==> src/shared/fps_map.svh <==
// offsets, command codes, status fields and timing counts for the flash host
// assumes a 32-bit apb register port and a 20 mhz pclk
`ifndef FPS_MAP_SVH
`define FPS_MAP_SVH
// apb register offsets (byte addresses)
`define FPS_OFF_CTRL      12'h000
`define FPS_OFF_ADDR      12'h004
`define FPS_OFF_WDATA     12'h008
`define FPS_OFF_STATUS    12'h00c
`define FPS_OFF_RESULT    12'h010
// control register fields
`define FPS_CTRL_GO       0
`define FPS_CTRL_OP_LO    1
`define FPS_CTRL_OP_HI    3
`define FPS_CTRL_ALT      4
// flash command codes
`define FPS_CMD_READ_ARRAY 8'hff
`define FPS_CMD_READ_STAT  8'h70
`define FPS_CMD_CLEAR_STAT 8'h50
`define FPS_CMD_PROG       8'h40
`define FPS_CMD_PROG_ALT   8'h10
`define FPS_CMD_RESUME     8'hd0
// status byte bit positions
`define FPS_SB_READY      7
`define FPS_SB_SUSP       6
`define FPS_SB_ERASE_FAIL 5
`define FPS_SB_PROG_FAIL  4
`define FPS_SB_SUPPLY_LOW 3
`define FPS_SB_VALID_MASK 8'hf8
// bus cycle timing: strobe width and gap in ns, cycles derived
`define FPS_T_STROBE_NS   100
`define FPS_T_GAP_NS      50
`define FPS_CLK_NS        50
`define FPS_STROBE_CYC    ((`FPS_T_STROBE_NS + `FPS_CLK_NS - 1) / `FPS_CLK_NS)
`define FPS_GAP_CYC       ((`FPS_T_GAP_NS + `FPS_CLK_NS - 1) / `FPS_CLK_NS)
`endif

==> src/shared/fps_pkg.sv <==
// types for the flash program-sequence host
// assumes fps_map.svh supplies the numbers
package fps_pkg;
    // operations software may request
    typedef enum logic [2:0] {
        FPS_OP_READ_STATUS,
        FPS_OP_CLEAR_STATUS,
        FPS_OP_READ_ARRAY,
        FPS_OP_PROGRAM,
        FPS_OP_RESUME,
        FPS_OP_READ
    } fps_op_t;
endpackage

==> src/design/fps_host.sv <==
// apb-driven host that issues commands to a boot-block flash and polls status
// assumes the flash pins are asynchronous to pclk; read data is synchronised
//
// Functional notes
// - write ffh to return to array
// - host toggles enable for every poll
// - host clears status before new command; this host sends 50h only when software requests the clear-status op
// - read array needed before array data
// - program is setup write then data
// - only read status while programming
// - setup code 40h or 10h accepted
`timescale 1ns/10ps
`include "fps_map.svh"
module fps_host #(
    parameter int AW = 19,                  // flash address width
    parameter int DW = 16                   // flash data width
) (
    input  wire logic          pclk,
    input  wire logic          presetn,
    input  wire logic          psel,
    input  wire logic          penable,
    input  wire logic          pwrite,
    input  wire logic [11:0]   paddr,
    input  wire logic [31:0]   pwdata,
    output logic      [31:0]   prdata,
    output logic               pready,
    output logic               pslverr,
    output logic [AW-1:0]      flash_addr,
    output logic               chip_enable_n,
    output logic               output_enable_n,
    output logic               write_enable_n,
    output logic [DW-1:0]      flash_dq_out,
    output logic               flash_dq_oe_n,
    input  wire logic [DW-1:0] flash_dq_in
);
    import fps_pkg::*;

    typedef enum logic [2:0] {
        FPS_IDLE, FPS_SETUP, FPS_STROBE, FPS_SAMPLE, FPS_GAP, FPS_DONE
    } fps_state_t;

    localparam logic [3:0] STROBE_N = 4'(`FPS_STROBE_CYC); // strobe width
    localparam logic [3:0] GAP_N    = 4'(`FPS_GAP_CYC);    // gap between strobes

    fps_state_t        state_q;           // bus cycle sequencer
    logic [3:0]        cnt_q;             // cycle timer
    logic              is_read_q;         // current cycle is a read
    logic              second_q;          // second write of program pending
    fps_op_t           op_q;              // latched operation
    logic              alt_q;             // use alternate setup code
    logic [AW-1:0]     addr_q;            // software target address
    logic [DW-1:0]     wdata_q;           // software program data
    logic [DW-1:0]     result_q;          // last read value
    logic              busy_q;            // operation in flight
    logic              in_status_q;       // flash known to be in status mode
    logic [DW-1:0]     sync1_q;           // first synchroniser stage
    logic [DW-1:0]     sync2_q;           // second synchroniser stage

    // apb decode helpers
    logic wr_en;
    logic rd_en;
    assign wr_en   = psel && penable && pwrite;
    assign rd_en   = psel && penable && !pwrite;
    assign pready  = 1'b1;                // zero wait state slave
    assign pslverr = 1'b0;

    // command byte chosen for the first strobe of each operation
    function automatic logic [7:0] cmd_of(input fps_op_t op, input logic alt);
        unique case (op)
            FPS_OP_READ_STATUS:  cmd_of = `FPS_CMD_READ_STAT;
            FPS_OP_CLEAR_STATUS: cmd_of = `FPS_CMD_CLEAR_STAT;
            FPS_OP_READ_ARRAY:   cmd_of = `FPS_CMD_READ_ARRAY;
            FPS_OP_PROGRAM:      cmd_of = alt ? `FPS_CMD_PROG_ALT : `FPS_CMD_PROG;
            FPS_OP_RESUME:       cmd_of = `FPS_CMD_RESUME;
            FPS_OP_READ:         cmd_of = `FPS_CMD_READ_STAT;
            default:             cmd_of = `FPS_CMD_READ_STAT;   // unused op codes poll only
        endcase
    endfunction

    // software-written registers; go ignored while busy
    always_ff @(posedge pclk or negedge presetn) begin
        if (!presetn) begin
            op_q    <= FPS_OP_READ_STATUS;
            alt_q   <= 1'b0;
            addr_q  <= '0;
            wdata_q <= '0;
        end else if (wr_en && !busy_q) begin
            unique case (paddr)
                `FPS_OFF_CTRL: begin
                    op_q  <= fps_op_t'(pwdata[`FPS_CTRL_OP_HI:`FPS_CTRL_OP_LO]);
                    alt_q <= pwdata[`FPS_CTRL_ALT];
                end
                `FPS_OFF_ADDR:  addr_q  <= pwdata[AW-1:0];
                `FPS_OFF_WDATA: wdata_q <= pwdata[DW-1:0];
                default: ;
            endcase
        end
    end

    // read mux; status word masks reserved bits
    always_comb begin
        prdata = 32'h0000_0000;
        if (rd_en) begin
            unique case (paddr)
                `FPS_OFF_CTRL:   prdata = {28'h0, alt_q, op_q};
                `FPS_OFF_ADDR:   prdata = 32'(addr_q);
                `FPS_OFF_WDATA:  prdata = 32'(wdata_q);
                `FPS_OFF_STATUS: prdata = {16'h0, 7'h0, in_status_q,
                                           result_q[7:0] & `FPS_SB_VALID_MASK};
                `FPS_OFF_RESULT: prdata = {15'h0, busy_q, result_q};
                default:         prdata = 32'h0000_0000;
            endcase
        end
    end

    // two-stage synchroniser on flash read data
    always_ff @(posedge pclk or negedge presetn) begin
        if (!presetn) begin
            sync1_q <= '0;
            sync2_q <= '0;
        end else begin
            sync1_q <= flash_dq_in;
            sync2_q <= sync1_q;
        end
    end

    // bus cycle sequencer: one enable-low pulse per command or poll
    always_ff @(posedge pclk or negedge presetn) begin
        if (!presetn) begin
            state_q   <= FPS_IDLE;
            cnt_q     <= 4'h0;
            is_read_q <= 1'b0;
            second_q  <= 1'b0;
            busy_q    <= 1'b0;
            result_q  <= '0;
            in_status_q <= 1'b0;
        end else begin
            unique case (state_q)
                FPS_IDLE: begin
                    if (wr_en && paddr == `FPS_OFF_CTRL && pwdata[`FPS_CTRL_GO] && !busy_q) begin
                        busy_q    <= 1'b1;
                        // plain read issues no command; it reads in whatever mode the flash is already in
                        is_read_q <= (fps_op_t'(pwdata[`FPS_CTRL_OP_HI:`FPS_CTRL_OP_LO])
                                      == FPS_OP_READ);
                        second_q  <= 1'b0;
                        state_q   <= FPS_SETUP;
                    end
                end
                FPS_SETUP: begin
                    cnt_q   <= STROBE_N;
                    state_q <= FPS_STROBE;
                end
                FPS_STROBE: begin
                    if (cnt_q > 4'h1) begin
                        cnt_q <= cnt_q - 4'h1;
                    end else begin
                        state_q <= FPS_SAMPLE;     // enables rise at this edge
                    end
                end
                FPS_SAMPLE: begin
                    // two-flop latency: data seen at the strobe's first edge is now in
                    // sync2_q; needs a strobe of two cycles or more; each poll is fresh
                    if (is_read_q) result_q <= sync2_q;
                    cnt_q   <= GAP_N;
                    state_q <= FPS_GAP;
                end
                FPS_GAP: begin
                    if (cnt_q > 4'h1) begin
                        cnt_q <= cnt_q - 4'h1;
                    end else if (op_q == FPS_OP_PROGRAM && !second_q && !is_read_q) begin
                        second_q <= 1'b1;          // data write follows setup
                        state_q  <= FPS_SETUP;
                    end else if (!is_read_q && op_q != FPS_OP_CLEAR_STATUS
                                 && op_q != FPS_OP_READ_ARRAY && op_q != FPS_OP_RESUME) begin
                        // program ends by polling until ready; read-status ends after one status read
                        is_read_q <= 1'b1;         // only status reads while busy
                        state_q   <= FPS_SETUP;
                    end else if (is_read_q && op_q == FPS_OP_PROGRAM
                                 && !result_q[`FPS_SB_READY]) begin
                        state_q <= FPS_SETUP;      // poll again with new strobe
                    end else begin
                        state_q <= FPS_DONE;
                    end
                end
                FPS_DONE: begin
                    // flash is in status mode after program or 70h, array after ffh
                    in_status_q <= (op_q != FPS_OP_READ_ARRAY) &&
                                   (op_q != FPS_OP_READ || in_status_q);
                    busy_q  <= 1'b0;
                    state_q <= FPS_IDLE;
                end
            endcase
        end
    end

    // flash pin drive from sequencer state
    always_ff @(posedge pclk or negedge presetn) begin
        if (!presetn) begin
            chip_enable_n   <= 1'b1;
            output_enable_n <= 1'b1;
            write_enable_n  <= 1'b1;
            flash_dq_oe_n   <= 1'b1;
            flash_dq_out    <= '0;
            flash_addr      <= '0;
        end else if (state_q == FPS_SETUP) begin
            chip_enable_n   <= 1'b0;
            output_enable_n <= !is_read_q;
            write_enable_n  <= is_read_q;
            flash_dq_oe_n   <= is_read_q;
            flash_addr      <= addr_q;
            flash_dq_out    <= second_q ? wdata_q : DW'(cmd_of(op_q, alt_q));
        end else if (state_q == FPS_STROBE && cnt_q == 4'h1) begin
            chip_enable_n   <= 1'b1;
            output_enable_n <= 1'b1;
            write_enable_n  <= 1'b1;
        end else if (state_q == FPS_GAP) begin
            flash_dq_oe_n   <= 1'b1;
        end
    end

    // enables must rise between successive polls
    property p_poll_toggle;
        @(posedge pclk) disable iff (!presetn)
        (state_q == FPS_GAP) |-> output_enable_n && chip_enable_n;
    endproperty
    a_poll_toggle: assert property (p_poll_toggle) else $error("enable low between polls");

    // data write follows setup write within a bounded window
    property p_prog_pair;
        @(posedge pclk) disable iff (!presetn)
        (state_q == FPS_SETUP && op_q == FPS_OP_PROGRAM && !second_q && !is_read_q)
            |-> ##[1:12] (state_q == FPS_SETUP && second_q);
    endproperty
    a_prog_pair: assert property (p_prog_pair) else $error("program data write missing");

    // after the data write only reads are issued until done
    property p_only_status;
        @(posedge pclk) disable iff (!presetn)
        (busy_q && op_q == FPS_OP_PROGRAM && second_q && is_read_q) |-> write_enable_n;
    endproperty
    a_only_status: assert property (p_only_status) else $error("write during program");

    // setup code is one of the two accepted values
    property p_setup_code;
        @(posedge pclk) disable iff (!presetn)
        (op_q == FPS_OP_PROGRAM && !second_q && !write_enable_n)
            |-> (flash_dq_out[7:0] == `FPS_CMD_PROG || flash_dq_out[7:0] == `FPS_CMD_PROG_ALT);
    endproperty
    a_setup_code: assert property (p_setup_code) else $error("bad setup code");

    // reserved status bits never reach software through the status register; the result register returns them raw
    property p_mask;
        @(posedge pclk) disable iff (!presetn)
        (rd_en && paddr == `FPS_OFF_STATUS) |-> prdata[2:0] == 3'h0;
    endproperty
    a_mask: assert property (p_mask) else $error("reserved bits visible");

    // a read strobe never meets host-driven data or a write strobe
    property p_read_release;
        @(posedge pclk) disable iff (!presetn)
        (!output_enable_n) |-> flash_dq_oe_n && write_enable_n;
    endproperty
    a_read_release: assert property (p_read_release) else $error("dq driven in read");

endmodule // fps_host

==> config.mk <==
export PLATFORM = sky130hd
export DESIGN_NAME = fps_host
export DESIGN_NICKNAME = d
export VERILOG_FILES = /design/src/shared/fps_pkg.sv /design/src/design/fps_host.sv
export VERILOG_INCLUDE_DIRS = /design/src /design/src/shared
export SDC_FILE = /design/constraint.sdc
export NUM_CORES = 1
export LEC_CHECK = 0
export ABC_AREA = 1
export CAP_MARGIN = 0
export CORE_MARGIN = 2
export CORE_UTILIZATION = 25
export CTS_BUF_LIST = sky130_fd_sc_hd__clkbuf_16
export CTS_CLUSTER_SIZE = 14
export DETAILED_ROUTE_END_ITERATION = 10
export DONT_BUFFER_PORTS = 1
export MAX_ROUTING_LAYER = met4
export PLACE_DENSITY_LB_ADDON = 0.12
export SYNTH_ARGS = -nofsm -noshare
export SYNTH_HDL_FRONTEND = slang
export SYNTH_SLANG_ARGS = --single-unit
==> constraint.sdc <==
create_clock -name pclk -period 2.8 [get_ports pclk]
set_input_delay 0.28 -clock pclk [delete_from_list [all_inputs] [get_ports pclk]]
set_output_delay 0.28 -clock pclk [all_outputs]
set_load 0.05 [all_outputs]
==> flow_summary_export.csv, run 1 <==
group,metric,value,unit
cts,cts.sink_count,137,
power_and_ir_drop,ir_drop,0.287,mV
sta,period_needed,2160,ps
cts,tritoncts,"done",
floorplan,die_x,161,µm
cts,cts.reportedPaths.clkPinSlew,70,ps
placed_design,dpl.hpwl,11900,µm
critical_path,critPathKind,"in2out",
floorplan,die_h,161,µm
critical_path,reg2reg_depth,4,
global_route,grt_max_degree,138,
sta,fin_skew,8.50,ps
drt,wl,16600,µm
layout,final_util,30.2,%
global_route,grt_pass1_vias,4425,
cts,numCtsBuffers,17,
sta,setup_tns,0,ps
sta,timing.hold.ws,-444,ps
floorplan,num_rows,57,
sta,setup_violations,0,
drt,drtPass1Iterations,5,
critical_path,cp-end-kind,"output port",
min_path,hold_class,"in2async",
layout,fin_nets,748,
floorplan,coreArea,24200,µm²
cts,root_buffer,"clkbuf_16",
sta,max_freq,462,MHz
critical_path,critPathLaunchType,"input pin",
global_route,antenna_found_initial,0,
drt,drtAntennaViolNets,0,
sta,min_period_over_period,77.3,%
drt,wire_per_inst,16.3,µm
layout,final_cells,1018,
layout,drive_gt1_share,16.6,%
synthesis,seq_area_frac_synth,55.9,%
synthesis,syn_inst,646,
status,violations,"negative hold slack",
power_and_ir_drop,p_per_area,857,nW/µm²
global_route,grt_remaining_overflow,0,
drt,num_vias,4350,
layout,mostFrequentLayoutCells,"133 x dfrtp_1, 118 x nand2_1, 78 x inv_1",
critical_path,timing.rr.end,"flash_dq_out[7]",
layout,layout_commonest_cell,"dfrtp_1",
status,outcome,"complete, but fails checks",
placed_design,dp_cells,965,
sta,rsz0062_at_grt,"false",
placed_design,dp_slack,589,ps
drt,drc,0,
placed_design,portBuffers,0,
layout,final_area,7320,µm²
synthesis,synth_edf_count,0,
layout,diodes,0,
sta,final-max-slew-violation-count,0,
drt,first_iter_violations,259,
synthesis,synth_area,6140,µm²
power_and_ir_drop,power,6.27,mW
synthesis,syn_area_per_cell,9.51,µm²
drt,vias_per_cell,4.27,
sta,relSlewSlack,52.9,%
critical_path,critPathArrivalTime,1880,ps
placed_design,gp_congestion,0.815,
power_and_ir_drop,p_leak,3.24,nW
synthesis,synth_top_area_share,54.2,%
sta,worst_slew_pin_slew,703,ps
global_route,grt.total_usage,13.8,%
cts,postCtsHoldBufs,21,
layout,area_growth,19.1,%
cts,clockBufferDepth,2,
synthesis,yosysTopAreaCell,"dfrtp_1",
synthesis,ys_warn_count,0,
floorplan,num_io_pins,138,
cts,post_cts_buffers,0,
critical_path,cp_data_required_time,2520,ps
floorplan,start_util,25.3,%
synthesis,synthArstFlopShare,100,%
cts,cts_resized,0,
synthesis,yosys_most_used_dff,"dfrtp_1",
critical_path,r2r-start,"second_q",
sta,hold_violations,137,
cts,insertion_delay,420,ps
critical_path,cp_max_fo,20,
synthesis,synth.distinct_cells,40,
sta,fin_ws,636,ps
global_route,grt_pass1_wl,26100,µm
flow_run,cap_violations,0,
placed_design,dpl_cell_area,6480,µm²
cts,htreeDepth,4,
synthesis,synthTopCellsByArea,"dfrtp_1 54%, nand2_1 7.3%, inv_1 4.7%, o21ai_0 3.7%, nor2_1 3.3%",
synthesis,yosys_register_bits,137,
floorplan,die_area,25800,µm²
critical_path,regToRegSetupSlack,980,ps
==> report_power, final <==
group / internal [mW] / switching, mW / total (mW)
logic: 0.357 / 0.696 / 1.05
registers: 2.29 / 0.524 / 2.82
clock network: 1.49 / 0.909 / 2.40
==> registers in the layout, indices dropped and copies added (netlist names), 4 cells and up <==
| name | count |
|---|---|
| result_q | 16 |
| flash_dq_out | 16 |
| flash_addr | 19 |
| addr_q | 19 |
| sync2_q | 16 |
| sync1_q | 16 |
| wdata_q | 16 |
| cnt_q | 4 |
==> worst max path at each step <==
stage / start / to / slack, ps / depth (start not counted)
after floorplan: paddr[7] / prdata[17] / 560 / 6
after global placement: paddr[9] / prdata[5] / 620 / 9
after detailed placement: paddr[9] / prdata[5] / 590 / 9
after CTS: paddr[9] / prdata[5] / 590 / 9
after global routing: paddr[7] / prdata[5] / 460 / 9
final: paddr[9] / prdata[5] / 640 / 9
==> logic make-up after synthesis <==
| family | share of synthesized area [%] |
|---|---|
| simple gates | 20.5 |
| flops | 55.9 |
| buf+inv | 9.90 |
| compound gates | 10.6 |
| mux | 2.57 |
| fa+ha+maj | 0.407 |
| other cells | 0.122 |
==> synthesized netlist by cell type, types with 3 or more instances <==
cell	count
o21ai_0	45
nand3_1	34
nand2_2	6
dfstp_2	4
buf_4	17
nor2_2	11
buf_6	11
mux2_2	9
buf_2	7
clkbuf_1	6
dfrtp_1	133
nand3_4	3
o21ai_1	22
a21oi_1	11
nand4_1	15
mux2_1	5
a21boi_0	3
inv_1	77
o31ai_1	8
nor2_4	5
a2bb2oi_1	4
nor3_1	8
nand2_1	119
nor2_1	54
o21ai_2	10
==> per-layer routing <==
metal	up-vias	wire length, µm	GRT usage (%)
met5	-	0	-
met4	0	397	5.32
met3	23	904	3.82
met2	111	7450	20.3
met1	2082	7890	18.0
li1	2134	-	-
==> worst max-delay path, stage by stage <==
cell,delay (ps)
nor2_1,30
nand2_2,140
nor2_8,70
buf_4,210
nand2_1,90
nand2_2,60
o21ai_4,570
nor2_1,180
buf_4,240
==> cell type report <==
type                    instances  area [µm²]
clock inverters                15         201
multi-input cells             402        2170
fillers                      2572       16900
well taps                     324         405
repair buffers                 44         383
clock buffers                  17         425
flip-flops and latches        137        3430
inverters                      79         299
Note: power is estimated with default switching activity, not from simulation.
==> run 2: changes to the inputs <==
Clock period 2.8 ns to 2.2 ns, I/O delays scaled along.
==> run 2 against run 1 <==
Critical path type unchanged. Largest cell class unchanged. Sequential cell count unchanged. Die area stayed put. Total power up 21%. The flow still finishes with violations (negative hold slack). Utilization is 0.85 points higher. First-iteration DRC count is 9.3% higher. Critical endpoint unchanged. Count of clock-buffer cells in the layout stayed put. Global-route usage barely moved. Non-clock buffer count is 16 higher.
==> flow_summary_export.csv, run 2 (synthesis results as in run 1) <==
group,metric,value,unit
power_and_ir_drop,switching_share,36.1,%
floorplan,num_rows,57,
power_and_ir_drop,p_leak,3.31,nW
global_route,grt_max_degree,138,
layout,reg_top3,"addr_q x19, flash_addr x19",
drt,wl,16600,µm
critical_path,cp_max_fo,17,
global_route,grt_remaining_overflow,0,
cts,clockBufferDepth,2,
power_and_ir_drop,switchingPower,2.74,mW
power_and_ir_drop,pwr-share-clk,34.9,%
critical_path,critPathArrivalTime,1780,ps
cts,cts.sink_count,137,
sta,setup_violations,0,
status,violations,"negative hold slack",
cts,cts_resized,0,
sta,fin_ws,198,ps
cts,insertion_delay,420,ps
floorplan,start_util,25.3,%
global_route,grt_pass1_wl,26100,µm
layout,fill_cells,2566,
floorplan,coreArea,24200,µm²
cts,tritoncts,"done",
layout,mostFrequentLayoutCells,"133 x dfrtp_1, 118 x nand2_1, 77 x inv_1",
sta,min_period_over_period,91.0,%
floorplan,die_x,161,µm
critical_path,critPathKind,"in2out",
sta,relSlewSlack,52.0,%
layout,register_area,3430,µm²
layout,multi_input_area,2170,µm²
cts,htreeDepth,4,
sta,rsz0062_at_grt,"false",
drt,drtAntennaViolNets,0,
sta,max_freq,500,MHz
sta,hold_violations,137,
drt,vias_per_cell,4.27,
cts,postCtsHoldBufs,34,
layout,final_area,7520,µm²
sta,period_needed,2000,ps
sta,final-max-slew-violation-count,0,
layout,drive_gt1_share,16.6,%
drt,first_iter_violations,283,
critical_path,timing.rr.end,"wdata_q[9]",
critical_path,regToRegSetupSlack,340,ps
status,outcome,"complete, but fails checks",
layout,area_growth,22.4,%
power_and_ir_drop,p_per_area,1010,nW/µm²
floorplan,die_area,25800,µm²
drt,drtPass1Iterations,4,
global_route,grt.total_usage,13.8,%
placed_design,dpl_cell_area,6640,µm²
layout,fin_nets,764,
placed_design,dp_slack,150,ps
cts,cts.reportedPaths.clkPinSlew,60,ps
drt,wire_per_inst,16.0,µm
power_and_ir_drop,internal_power,4.86,mW
placed_design,dpl.hpwl,11900,µm
critical_path,reg2reg_depth,6,
sta,setup_tns,0,ps
floorplan,num_io_pins,138,
cts,post_cts_buffers,0,
layout,diodes,0,
power_and_ir_drop,power,7.60,mW
critical_path,critPathLaunchType,"input pin",
flow_run,cap_violations,0,
sta,fin_skew,9.04,ps
critical_path,cp_data_required_time,1980,ps
layout,layout_commonest_cell,"dfrtp_1",
drt,drc,0,
cts,root_buffer,"clkbuf_16",
cts,numCtsBuffers,17,
global_route,antenna_found_initial,0,
critical_path,cp-end-kind,"output port",
drt,num_vias,4411,
power_and_ir_drop,ir_drop,0.443,mV
power_and_ir_drop,seqPwrFrac,47.1,%
critical_path,r2r-start,"busy_q",
min_path,hold_class,"in2async",
placed_design,gp_congestion,0.802,
global_route,grt_pass1_vias,4457,
power_and_ir_drop,p_comb_share,18.1,%
sta,worst_slew_pin_slew,717,ps
sta,timing.hold.ws,-510,ps
placed_design,portBuffers,0,
floorplan,die_h,161,µm
run 2: changes by cell type in the layout (fill, tap and decap cells not counted), moves of 4 or more:
cell / delta
buf_12: +11
buf_4: -8
bufinv_16: -4
dlygate4sd3_1: +13
inv_6: +4
run 2: per-layer routing:
layer,track usage (%),up-vias,part of all wire (%)
met5,-,-,0
met4,4.50,0,1.5
met3,3.46,14,4.9
met2,20.9,110,45
met1,18.2,2119,48
li1,-,2168,-
run 2: cell type report:
class,instances,area share [%]
clock inverter,15,1.55
inverter,79,3.98
multi-input combinational,402,28.8
tap,324,5.39
sequential,137,45.6
clock buffer,17,5.66
timing repair buffer,60,8.95
run 2: worst max-delay path by stage:
stage | slack (ps) | startpoint | end
floorplan | 80 | paddr[7] | prdata[17]
global placement | 190 | paddr[9] | prdata[5]
detailed placement | 150 | paddr[7] | prdata[5]
CTS | 140 | paddr[7] | prdata[5]
global route | 20 | paddr[7] | prdata[5]
finish | 200 | paddr[7] | prdata[5]
run 2: worst max-delay path, stage by stage:
cell and delay (ps):
nor2_1 150, nand2_2 140, nor2_8 210, nand3_4 220, nand2_2 140, o21ai_4 200
nor2_1 260, buf_4 240
run 2: through the flow:
step,cells,utilization [%]
6_report,1034,31.0
5_1_grt,1034,31.0
4_1_cts,1034,31.0
3_5_place_dp,968,27.4
3_3_place_gp,968,27.4
2_1_floorplan,659,-
run 2: power groups by stage:
stage	clock (mW)	combinational, mW	sequential (mW)
final	2.65	1.37	3.58
after global routing	2.87	1.55	3.62
after CTS	2.75	1.39	3.59
after detailed placement	0	1.33	3.63
after global placement	0	1.30	3.62
after floorplan	0	1.10	3.52
